$ cat config.mk
export PLATFORM = sky130hd
export DESIGN_NAME = scan_linker_instruction_decode
export DESIGN_NICKNAME = d
export VERILOG_FILES = /design/src/verilog/scan_shift_stage.v /design/src/verilog/scan_linker_instruction_decode.v
export VERILOG_INCLUDE_DIRS = /design/src /design/src/verilog
export SDC_FILE = /design/constraint.sdc
export NUM_CORES = 1
export LEC_CHECK = 0
export ABC_AREA = 1
export BUFFER_PORTS_ARGS = -buffer_cell sky130_fd_sc_hd__buf_2
export CELL_PAD_IN_SITES_DETAIL_PLACEMENT = 0
export CELL_PAD_IN_SITES_GLOBAL_PLACEMENT = 2
export CORE_MARGIN = 2
export CORE_UTILIZATION = 33
export DETAILED_ROUTE_END_ITERATION = 8
export PLACE_DENSITY_LB_ADDON = 0.12
export SLEW_MARGIN = 30
export SYNTH_ARGS = -nofsm -noshare
export SYNTH_HDL_FRONTEND = slang
export SYNTH_SLANG_ARGS = --single-unit
$ cat constraint.sdc
create_clock -name CLK_I -period 2.1 [get_ports CLK_I]
set_clock_uncertainty 0.05 [all_clocks]
set_input_delay 0.105 -clock CLK_I [delete_from_list [all_inputs] [get_ports CLK_I]]
set_output_delay 0.105 -clock CLK_I [all_outputs]
set_load 0.1 [all_outputs]
$ cat src/verilog/scan_linker_defs.vh
// Constants for the scan-path linker instruction register and decoder.
// Assumes the TAP controller state arrives as the 4-bit codes below.
`ifndef SCAN_LINKER_DEFS_VH
`define SCAN_LINKER_DEFS_VH

// ----------------------------------------------------------------
// TAP controller state codes
// ----------------------------------------------------------------
`define TAP_TEST_LOGIC_RESET 4'h0
`define TAP_RUN_TEST_IDLE 4'h1
`define TAP_CAPTURE_DR 4'h3
`define TAP_SHIFT_DR 4'h4
`define TAP_UPDATE_DR 4'h8
`define TAP_CAPTURE_IR 4'ha
`define TAP_SHIFT_IR 4'hb
`define TAP_PAUSE_IR 4'hd
`define TAP_UPDATE_IR 4'hf

// ----------------------------------------------------------------
// Opcodes
// ----------------------------------------------------------------
`define OP_EXTEST 8'h00
`define OP_INTEST 8'h03
`define OP_BYPASS 8'h81
`define OP_SAMPLE 8'h82
`define OP_COUNT_A 8'h88
`define OP_COUNT_B 8'h09
`define OP_CTL_SCAN_A 8'h8e
`define OP_CTL_SCAN_B 8'h0f
`define OP_COUNTER_SCAN 8'hfa
`define OP_COUNTER_READ 8'h7b
`define OP_ID_BUS_SCAN 8'hfc
`define OP_ID_BUS_READ 8'h7d
`define OP_PATH_SELECT_SCAN 8'h7e

// ----------------------------------------------------------------
// Widths and reset values
// ----------------------------------------------------------------
`define IR_W 8
`define CTL_W 10
`define CNT_W 8
`define IDB_W 4
`define PSEL_W 4
`define BSR_W 6
`define IR_RESET 8'hff
`define CTL_RESET 10'h000
`define CNT_RESET 8'h00
`define IDB_RESET 4'h0
`define PSEL_RESET 4'h0
`define BSR_RESET 6'h00
`define SYNC_RESET 9'h003 // Test clock and test reset idle high
`define CNT_FULL 8'hff

// ----------------------------------------------------------------
// Status word and control register fields
// ----------------------------------------------------------------
`define STAT_PARITY_BIT 7
`define STAT_COND_BIT 3
`define STAT_ONE_BIT 0
`define CTL_DOWN 9
`define CTL_LATCH_ZERO 8
`define CTL_OUT_HIGH 7
`define CTL_SRC_HI 6
`define CTL_SRC_LO 5
`define CTL_PARITY_MASK 4
`define CTL_TRISTATE 3
`define CTL_OUT_EN 2
`define CTL_IN_HIGH 1

// Boundary cells: id bus in [3:0], condition input 4, condition output 5
`define BSR_COND_IN 4
`define BSR_COND_OUT 5

`endif

$ cat src/verilog/scan_shift_stage.v
// Serial shift register with parallel capture and a shadow latch.
// Assumes one-cycle enables from the caller; shifts LSB toward serial out.
module scan_shift_stage #(
	parameter W = 8,
	parameter [W-1:0] RST = {W{1'b0}}
) (
	input wire clk_i,
	input wire clear_i,
	input wire capture_i,
	input wire shift_i,
	input wire update_i,
	input wire serial_i,
	input wire [W-1:0] capture_val_i,
	output reg [W-1:0] shift_o,
	output reg [W-1:0] latch_o
);

	// ----------------------------------------------------------------
	// Shift path and shadow latch
	// ----------------------------------------------------------------
	// Shadow only moves on update, so a scan in progress never disturbs it
	always @(posedge clk_i) begin
		if (clear_i) begin
			shift_o <= RST;
			latch_o <= RST;
		end else begin
			if (capture_i) begin
				shift_o <= capture_val_i;
			end else if (shift_i) begin
				shift_o <= {serial_i, shift_o[W-1:1]}; // MSB in, LSB out
			end
			if (update_i) begin
				latch_o <= shift_o;
			end
		end
	end

endmodule

$ cat src/verilog/scan_linker_instruction_decode.v
// Instruction register, opcode decoder and data registers of a scan linker.
// Assumes the TAP state arrives from a controller on CLK_I; test pins are
// asynchronous and are sampled here on the 200 MHz clock.
// Summary of operation
// - 8-bit shift register with latched instruction
// - Odd ones count drives parity fault low
// - Parity fault shown on condition output
// - Capture-IR loads parity, condition, fixed one
// - 00 and 03 select boundary, test mode
// - Test mode drives loaded boundary outputs
// - Bypass register captures zero
// - 82 samples boundary in normal mode
// - Count opcodes step counter in Run-Test/Idle
// - Counting resumes from previous value
// - Direction and edge follow control register
// - Control scan captures nothing
// - FA captures live count, update preloads
// - 7B captures prior preload, update preloads
// - FC captures identification bus
// - 7D reads held id bus data, 7E path select
// - One register per opcode, others bypass
// - Sample on rising, change on falling
// - Instruction latch changes only in Update-IR
// - Test reset restores power-up values
`include "scan_linker_defs.vh"

module scan_linker_instruction_decode (
	input wire CLK_I,
	input wire RESETN_I,
	input wire TCK_I,
	input wire TRST_N_I,
	input wire TDI_I,
	input wire SECONDARY_SERIAL_IN_I,
	input wire USE_SECONDARY_I,
	input wire [3:0] TAP_STATE_I,
	input wire CONDITION_INPUT_I,
	input wire [3:0] ID_BUS_I,
	output reg TDO_O,
	output reg TDO_OE_O,
	output reg CONDITION_OUTPUT_O,
	output reg CONDITION_OUTPUT_OE_O,
	output reg OPCODE_PARITY_FAULT_N_O,
	output reg TEST_MODE_O,
	output wire [7:0] ACTIVE_OPCODE_O,
	output wire [9:0] CONTROL_O,
	output wire [3:0] PATH_SELECT_O,
	output reg [7:0] COUNT_O
);

	// Selected data register codes
	localparam [2:0] SEL_BYPASS = 3'h0;
	localparam [2:0] SEL_BOUNDARY = 3'h1;
	localparam [2:0] SEL_CONTROL = 3'h2;
	localparam [2:0] SEL_COUNTER = 3'h3;
	localparam [2:0] SEL_ID_BUS = 3'h4;
	localparam [2:0] SEL_PATH = 3'h5;

	// ----------------------------------------------------------------
	// Pin synchronisers
	// ----------------------------------------------------------------
	reg [8:0] meta_q;
	reg [8:0] sync_q;
	reg tck_prev_q;
	reg cond_prev_q;
	wire tck_s = sync_q[0];
	wire trst_n_s = sync_q[1];
	wire tdi_s = sync_q[2];
	wire sec_tdi_s = sync_q[3];
	wire cond_s = sync_q[4];
	wire [3:0] idb_s = sync_q[8:5];

	// Two flops per pin; only the second stage feeds logic
	always @(posedge CLK_I) begin
		if (!RESETN_I) begin
			meta_q <= `SYNC_RESET;
			sync_q <= `SYNC_RESET;
			tck_prev_q <= 1'b1; // Matches the idle pin, so no false rise follows reset
			cond_prev_q <= 1'b0;
		end else begin
			meta_q <= {ID_BUS_I, CONDITION_INPUT_I, SECONDARY_SERIAL_IN_I, TDI_I,
				TRST_N_I, TCK_I};
			sync_q <= meta_q;
			tck_prev_q <= tck_s;
			cond_prev_q <= cond_s;
		end
	end

	// Test clock edges become one-cycle enables
	wire tck_rise = tck_s & ~tck_prev_q;
	wire tck_fall = ~tck_s & tck_prev_q;

	// ----------------------------------------------------------------
	// State qualifiers and clear
	// ----------------------------------------------------------------
	wire st_tlr = (TAP_STATE_I == `TAP_TEST_LOGIC_RESET);
	wire st_rti = (TAP_STATE_I == `TAP_RUN_TEST_IDLE);
	wire cap_dr = tck_rise & (TAP_STATE_I == `TAP_CAPTURE_DR);
	wire sh_dr = tck_rise & (TAP_STATE_I == `TAP_SHIFT_DR);
	wire upd_dr = tck_rise & (TAP_STATE_I == `TAP_UPDATE_DR);
	wire cap_ir = tck_rise & (TAP_STATE_I == `TAP_CAPTURE_IR);
	wire sh_ir = tck_rise & (TAP_STATE_I == `TAP_SHIFT_IR);
	wire upd_ir = tck_rise & (TAP_STATE_I == `TAP_UPDATE_IR);
	wire in_shift = (TAP_STATE_I == `TAP_SHIFT_DR) | (TAP_STATE_I == `TAP_SHIFT_IR);

	// Test reset pin, system reset or the reset state all restore power-up values
	wire clear = ~RESETN_I | ~trst_n_s | (tck_rise & st_tlr);

	// Data registers may take the secondary serial input
	wire dr_si = USE_SECONDARY_I ? sec_tdi_s : tdi_s;

	// ----------------------------------------------------------------
	// Instruction register and decode
	// ----------------------------------------------------------------
	wire [7:0] ir_shift;
	wire [7:0] ir_lat;
	wire [9:0] ctl;
	reg parity_n_q;
	reg cond_act;
	reg [2:0] sel;
	wire op_count = (ir_lat == `OP_COUNT_A) | (ir_lat == `OP_COUNT_B);
	wire test_mode = (ir_lat == `OP_EXTEST) | (ir_lat == `OP_INTEST);

	// Condition input active level follows its polarity bit
	always @* begin
		cond_act = ctl[`CTL_IN_HIGH] ? cond_s : ~cond_s;
	end

	// Status word: parity flag, condition level, constant one
	wire [7:0] ir_status = {parity_n_q, 3'b000, cond_act, 2'b00, 1'b1};

	// Latch resets to an all-ones bypass code: even parity, one-bit path
	scan_shift_stage #(.W(`IR_W), .RST(`IR_RESET)) u_ir (
		.clk_i(CLK_I),
		.clear_i(clear),
		.capture_i(cap_ir),
		.shift_i(sh_ir),
		.update_i(upd_ir),
		.serial_i(tdi_s),
		.capture_val_i(ir_status),
		.shift_o(ir_shift),
		.latch_o(ir_lat)
	);

	// Parity of the opcode taken at Update-IR; even count of ones is good
	always @(posedge CLK_I) begin
		if (clear) begin
			parity_n_q <= 1'b1;
		end else if (upd_ir) begin
			parity_n_q <= ~(^ir_shift);
		end
	end

	// Every opcode picks exactly one data register
	always @* begin
		case (ir_lat)
		`OP_EXTEST, `OP_INTEST, `OP_SAMPLE: sel = SEL_BOUNDARY;
		`OP_CTL_SCAN_A, `OP_CTL_SCAN_B: sel = SEL_CONTROL;
		`OP_COUNTER_SCAN, `OP_COUNTER_READ: sel = SEL_COUNTER;
		`OP_ID_BUS_SCAN, `OP_ID_BUS_READ: sel = SEL_ID_BUS;
		`OP_PATH_SELECT_SCAN: sel = SEL_PATH;
		default: sel = SEL_BYPASS;
		endcase
	end

	// ----------------------------------------------------------------
	// Data registers
	// ----------------------------------------------------------------
	reg bypass_q;
	reg [7:0] preload_q;
	wire [5:0] bsr_shift;
	wire [5:0] bsr_lat;
	wire [9:0] ctl_shift;
	wire [7:0] cnt_shift;
	wire [3:0] idb_shift;
	wire [3:0] psel_shift;

	// Bypass captures zero before each shift
	always @(posedge CLK_I) begin
		if (clear) begin
			bypass_q <= 1'b0;
		end else if (cap_dr && sel == SEL_BYPASS) begin
			bypass_q <= 1'b0;
		end else if (sh_dr && sel == SEL_BYPASS) begin
			bypass_q <= dr_si;
		end
	end

	// Boundary cells capture pins in both test and sample modes
	scan_shift_stage #(.W(`BSR_W), .RST(`BSR_RESET)) u_bsr (
		.clk_i(CLK_I),
		.clear_i(clear),
		.capture_i(cap_dr && sel == SEL_BOUNDARY),
		.shift_i(sh_dr && sel == SEL_BOUNDARY),
		.update_i(upd_dr && sel == SEL_BOUNDARY),
		.serial_i(dr_si),
		.capture_val_i({CONDITION_OUTPUT_O, cond_s, idb_s}),
		.shift_o(bsr_shift),
		.latch_o(bsr_lat)
	);

	// Control register has no capture value of its own
	scan_shift_stage #(.W(`CTL_W), .RST(`CTL_RESET)) u_ctl (
		.clk_i(CLK_I),
		.clear_i(clear),
		.capture_i(1'b0),
		.shift_i(sh_dr && sel == SEL_CONTROL),
		.update_i(upd_dr && sel == SEL_CONTROL),
		.serial_i(dr_si),
		.capture_val_i(`CTL_RESET),
		.shift_o(ctl_shift),
		.latch_o(ctl)
	);

	// Counter scan path: live count or prior preload on capture
	scan_shift_stage #(.W(`CNT_W), .RST(`CNT_RESET)) u_cnt (
		.clk_i(CLK_I),
		.clear_i(clear),
		.capture_i(cap_dr && sel == SEL_COUNTER),
		.shift_i(sh_dr && sel == SEL_COUNTER),
		.update_i(1'b0),
		.serial_i(dr_si),
		.capture_val_i((ir_lat == `OP_COUNTER_READ) ? preload_q : COUNT_O),
		.shift_o(cnt_shift),
		.latch_o()
	);

	// Id bus is only sampled under its scan opcode; the read opcode keeps data
	scan_shift_stage #(.W(`IDB_W), .RST(`IDB_RESET)) u_idb (
		.clk_i(CLK_I),
		.clear_i(clear),
		.capture_i(cap_dr && ir_lat == `OP_ID_BUS_SCAN),
		.shift_i(sh_dr && sel == SEL_ID_BUS),
		.update_i(1'b0),
		.serial_i(dr_si),
		.capture_val_i(idb_s),
		.shift_o(idb_shift),
		.latch_o()
	);

	// Path select register, not preloaded on capture
	scan_shift_stage #(.W(`PSEL_W), .RST(`PSEL_RESET)) u_psel (
		.clk_i(CLK_I),
		.clear_i(clear),
		.capture_i(1'b0),
		.shift_i(sh_dr && sel == SEL_PATH),
		.update_i(upd_dr && sel == SEL_PATH),
		.serial_i(dr_si),
		.capture_val_i(`PSEL_RESET),
		.shift_o(psel_shift),
		.latch_o(PATH_SELECT_O)
	);

	// ----------------------------------------------------------------
	// Event counter
	// ----------------------------------------------------------------
	wire down = ctl[`CTL_DOWN];
	wire cond_rise = cond_s & ~cond_prev_q;
	wire cond_fall = ~cond_s & cond_prev_q;
	wire cnt_edge = ctl[`CTL_IN_HIGH] ? cond_rise : cond_fall;
	wire hold_zero = down & ctl[`CTL_LATCH_ZERO] & (COUNT_O == `CNT_RESET);
	wire terminal = down ? (COUNT_O == `CNT_RESET) : (COUNT_O == `CNT_FULL);

	// Counting runs off the condition input, not the test clock, so it
	// needs no test clock edges; entering a count opcode never clears it
	always @(posedge CLK_I) begin
		if (clear) begin
			COUNT_O <= `CNT_RESET;
			preload_q <= `CNT_RESET;
		end else if (upd_dr && sel == SEL_COUNTER) begin
			COUNT_O <= cnt_shift;
			preload_q <= cnt_shift;
		end else if (op_count && st_rti && cnt_edge && !hold_zero) begin
			COUNT_O <= down ? COUNT_O - 8'h01 : COUNT_O + 8'h01;
		end
	end

	// ----------------------------------------------------------------
	// Falling-edge outputs
	// ----------------------------------------------------------------
	reg dr_lsb;
	reg src_act;
	reg level;

	// Serial output picks the LSB of the register in the path
	always @* begin
		case (sel)
		SEL_BOUNDARY: dr_lsb = bsr_shift[0];
		SEL_CONTROL: dr_lsb = ctl_shift[0];
		SEL_COUNTER: dr_lsb = cnt_shift[0];
		SEL_ID_BUS: dr_lsb = idb_shift[0];
		SEL_PATH: dr_lsb = psel_shift[0];
		default: dr_lsb = bypass_q;
		endcase
	end

	// Condition output source and polarity from the control register
	always @* begin
		case (ctl[`CTL_SRC_HI:`CTL_SRC_LO])
		2'b01: src_act = ~parity_n_q & ~ctl[`CTL_PARITY_MASK] &
			(TAP_STATE_I == `TAP_PAUSE_IR);
		2'b10: src_act = terminal;
		2'b11: src_act = cond_act;
		default: src_act = 1'b0;
		endcase
		level = src_act ? ctl[`CTL_OUT_HIGH] : ~ctl[`CTL_OUT_HIGH];
	end

	// Every pin output moves on the falling test clock edge
	always @(posedge CLK_I) begin
		if (clear) begin
			TDO_O <= 1'b1;
			TDO_OE_O <= 1'b0;
			CONDITION_OUTPUT_O <= 1'b1;
			CONDITION_OUTPUT_OE_O <= 1'b0;
			OPCODE_PARITY_FAULT_N_O <= 1'b1;
			TEST_MODE_O <= 1'b0;
		end else if (tck_fall) begin
			TDO_OE_O <= in_shift;
			TDO_O <= (TAP_STATE_I == `TAP_SHIFT_IR) ? ir_shift[0] : dr_lsb;
			OPCODE_PARITY_FAULT_N_O <= parity_n_q;
			TEST_MODE_O <= test_mode;
			if (test_mode) begin
				CONDITION_OUTPUT_O <= bsr_lat[`BSR_COND_OUT];
				CONDITION_OUTPUT_OE_O <= 1'b1;
			end else if (!ctl[`CTL_OUT_EN]) begin
				CONDITION_OUTPUT_O <= 1'b1;
				CONDITION_OUTPUT_OE_O <= 1'b0;
			end else if (ctl[`CTL_TRISTATE]) begin
				CONDITION_OUTPUT_O <= level;
				CONDITION_OUTPUT_OE_O <= 1'b1;
			end else begin
				// Open drain only pulls low; a high level is left to the pullup
				CONDITION_OUTPUT_O <= 1'b0;
				CONDITION_OUTPUT_OE_O <= ~level;
			end
		end
	end

	assign ACTIVE_OPCODE_O = ir_lat; // Straight from the shadow flops
	assign CONTROL_O = ctl;

endmodule

==> impl_results.md <==
* Setup-failing EPs final at 0
* Max-Cap Viols at 0
* Post-DR wirelength/cell at 13.9 um
* Seq/Total Area, Yosys at 43.7%
* Core area at 14500 um^2
* Crit-path max FO at 10
* CTS H-tree lvls at 3
* Number of flops mapped to enable cells by yosys at 0
* Startpoint Class: flop
* GP Congestion at 0.793
* Routed WL at 13.1 mm
* Die area at 15800 um^2
* Rows at 44
* Total vias in the final route at 4487
* Die H at 126 um
* Final period utilization at 92.6%
* Fin Setup TNS at 0 ps
* Peak VDD IR at 432 uV
* Vias in the first global route at 4351
* First-pass detailed-route iteration total at 5
* Warnings from Yosys at 0
* Synth cell types at 35
* Slowest-stage cell, CP: fa_1
* CTS Buffer Depth at 2
* Fillers at 1553
* Slew @ Worst Pin at 574 ps
* Fraction of layout cells with a size suffix above 1 at 16.1%
* Final Util at 40.1%
* Largest net degree at the start of global routing at 59
* Initial antenna violation count at 0
* First-pass GRT wire length at 21.7 mm
* Reg power frac at 52.3%
* Setup bufs post-CTS at 0
* Worst EP required at 2350 ps
* Crit-path cells: inv_1, fa_1, inv_1, nand4_1, o211ai_1, xor2_1, nand2_1, nand3_1, nand2_1, inv_1
* CP dominant cell by count: inv_1
* RSZ-0062 raised after global routing: no
* Worst path arrival time at 2200 ps
* Non-Filler Instances at 942
* Clock Pin Slew Worst Setup and Hold Paths at 70 ps
* Global router's overall resource usage at 17.2%
* Pwr/cell area at 676 nW/um^2
* TritonCTS clock tree: done
* Most frequent cells in the layout: 158 x nand2_1, 91 x dfxtp_1, 82 x inv_1
* Clock power share at 42.9%
* Nets@finish at 776
* I/O pins at 52
* Slew Viols, Final at 0
* Syn Inst Count at 685
* Syn nets at 708
* P_int at 2.97 mW
* Worst slew margin at 61.7%
* Register bit total from synthesis at 107
* Post-synth ARST share at 0%
* Antenna Cells at 0
* Setup CP Type: flop to flop
* P_sw at 967 uW
* Syn Area/Cell at 7.15 um^2
* Total gr overflow at 0
* Max Fclk at 514 MHz
* Sw Share at 24.5%
* Hold WC Path Type: primary input to flop
* Drt drc at 0
* Clock Latency Late Sink at 360 ps
* CTS sink count at 107
* Status: finished, final reports clean
* Starting density of the core at 33.7%
* Min Tclk post-route at 1940 ps
* # port buffers at 51
* CP Capture Type: flop
* Max incr delay on CP at 490 ps
* DIE WIDTH at 126 um
* Cell Area, Synth at 4900 um^2
* Cts bufs inserted at 9
* Area Overhead vs Synth at 18.9%
* Dominant synthesized flop cell: dfxtp_1
* Lkg Pwr at 2.78 nW
* Placed insts at 917
* HPWL Detailed at 9.82 mm
* Root Driver: clkbuf_16
* Final Hold Fails at 0
* DRT iter0 DRCs at 277
* Post-detailed-route count of antenna-violating nets at 0
* Vias per cell at 4.76
* Most common cell after layout, fill and taps aside: nand2_1
* Gate power share at 4.8%
* Total power at 3.94 mW
-- final timing paths --
check	start	end	slack, ps	depth (start not counted)
hold / removal	TAP_STATE_I[2]	TDO_OE_O	30	3
setup reg to reg	u_ctl.latch_o[9]	COUNT_O[6]	160	10
setup / recovery	u_ctl.latch_o[9]	COUNT_O[6]	160	10
hold reg to reg	meta_q[0]	sync_q[0]	360	2
-- worst max-delay path, delay by kind of cell, from the launching register on --
family / cells / cell delay (ps)
adder cells (fa/ha/maj): 1 / 490
flip-flops: 1 / 450
buffers and inverters: 3 / 310
AND/OR/NAND/NOR: 4 / 290
XOR/XNOR: 1 / 180
AO/OA/AOI/OAI: 1 / 110
-- per-layer routing --
layer	track usage, %	part of all wire (%)
met1	22.1	48
met5	0	0
met4	4.72	1.2
met2	29.3	47
met3	3.78	3.5
-- per-stage QoR --
step                      cell area (um^2)  hold WS [ps]  setup slack, ps
after floorplan                       4920           140            -17.3
after global placement                5440           224              150
after detailed placement              5440           230              178
after CTS                             5830          8.52              140
after global routing                  5830          35.4             3.53
final                                 5830          25.4              156
-- timing repair --
item	in CTS	in global routing
endpoints found under the hold margin	9	0
hold buffers	9	0
endpoints found under the setup margin	0	7
resized for setup	0	1
-- cells in the mapped netlist, types with 2 or more instances --
| cell type | number | area share, % |
|---|---|---|
| nor3_4 | 2 | 0.66 |
| clkbuf_1 | 11 | 0.84 |
| o21ai_0 | 60 | 6.1 |
| inv_2 | 6 | 0.46 |
| dfxtp_1 | 107 | 44 |
| o21a_1 | 2 | 0.31 |
| nand2_1 | 159 | 12 |
| nor2_4 | 3 | 0.69 |
| nand3_1 | 39 | 4.0 |
| buf_2 | 3 | 0.31 |
| nand2_2 | 2 | 0.26 |
| inv_1 | 82 | 6.3 |
| a22oi_1 | 5 | 0.77 |
| nand4_1 | 8 | 1.0 |
| nor2_1 | 79 | 6.1 |
| xnor2_1 | 7 | 1.3 |
| nor3_1 | 10 | 1.0 |
| o22ai_1 | 5 | 0.64 |
| inv_4 | 2 | 0.26 |
| a21oi_1 | 49 | 5.0 |
| xor2_1 | 6 | 1.1 |
| a31oi_1 | 7 | 0.89 |
| nor2_2 | 3 | 0.38 |
| ha_1 | 6 | 1.5 |
| a21o_1 | 2 | 0.31 |
| o211ai_1 | 9 | 1.4 |
| buf_4 | 3 | 0.46 |
-- logic make-up (layout without fill, tap and decap cells) --
group,after synthesis,in the layout,synth area share [%]
DFF,107,107,43.7
buffers and inverters,108,181,8.84
xor gates and xnor gates,13,13,2.32
and+or+nand+nor,309,309,27.3
adders and majority gates,7,7,1.94
AOI/OAI and AO/OA,141,141,15.9
-- power by group through the flow --
stage          sequential (mW)  combinational (mW)  clock [mW]
3_5_place_dp              2.11               0.180           0
3_3_place_gp              2.11               0.177           0
6_report                  2.06               0.189        1.69
4_1_cts                   2.06               0.193        1.76
5_1_grt                   2.06               0.212        1.83
2_1_floorplan             2.13              0.0893           0
-- final cells by class --
type | count | area (um^2) | area share [%]
clock inverters | 6 | 53.8 | 0.923
flip-flops and latches | 107 | 2160 | 37.1
clock buffers | 10 | 239 | 4.10
inverters | 90 | 343 | 5.88
multi-input cells | 470 | 2340 | 40.2
repair buffers | 75 | 458 | 7.86
well taps | 184 | 230 | 3.95
-- registers in the layout (all words and copies together) (netlist names), 4 cells and up --
signal / flops
meta_q: 9
u_psel.shift_o: 4
sync_q: 9
u_psel.latch_o: 4
u_bsr.shift_o: 6
u_ctl.shift_o: 10
COUNT_O: 8
u_ctl.latch_o: 10
u_idb.shift_o: 4
preload_q: 8
u_ir.latch_o: 8
u_ir.shift_o: 8
u_cnt.shift_o: 8
(Power assumes the default switching activity.)
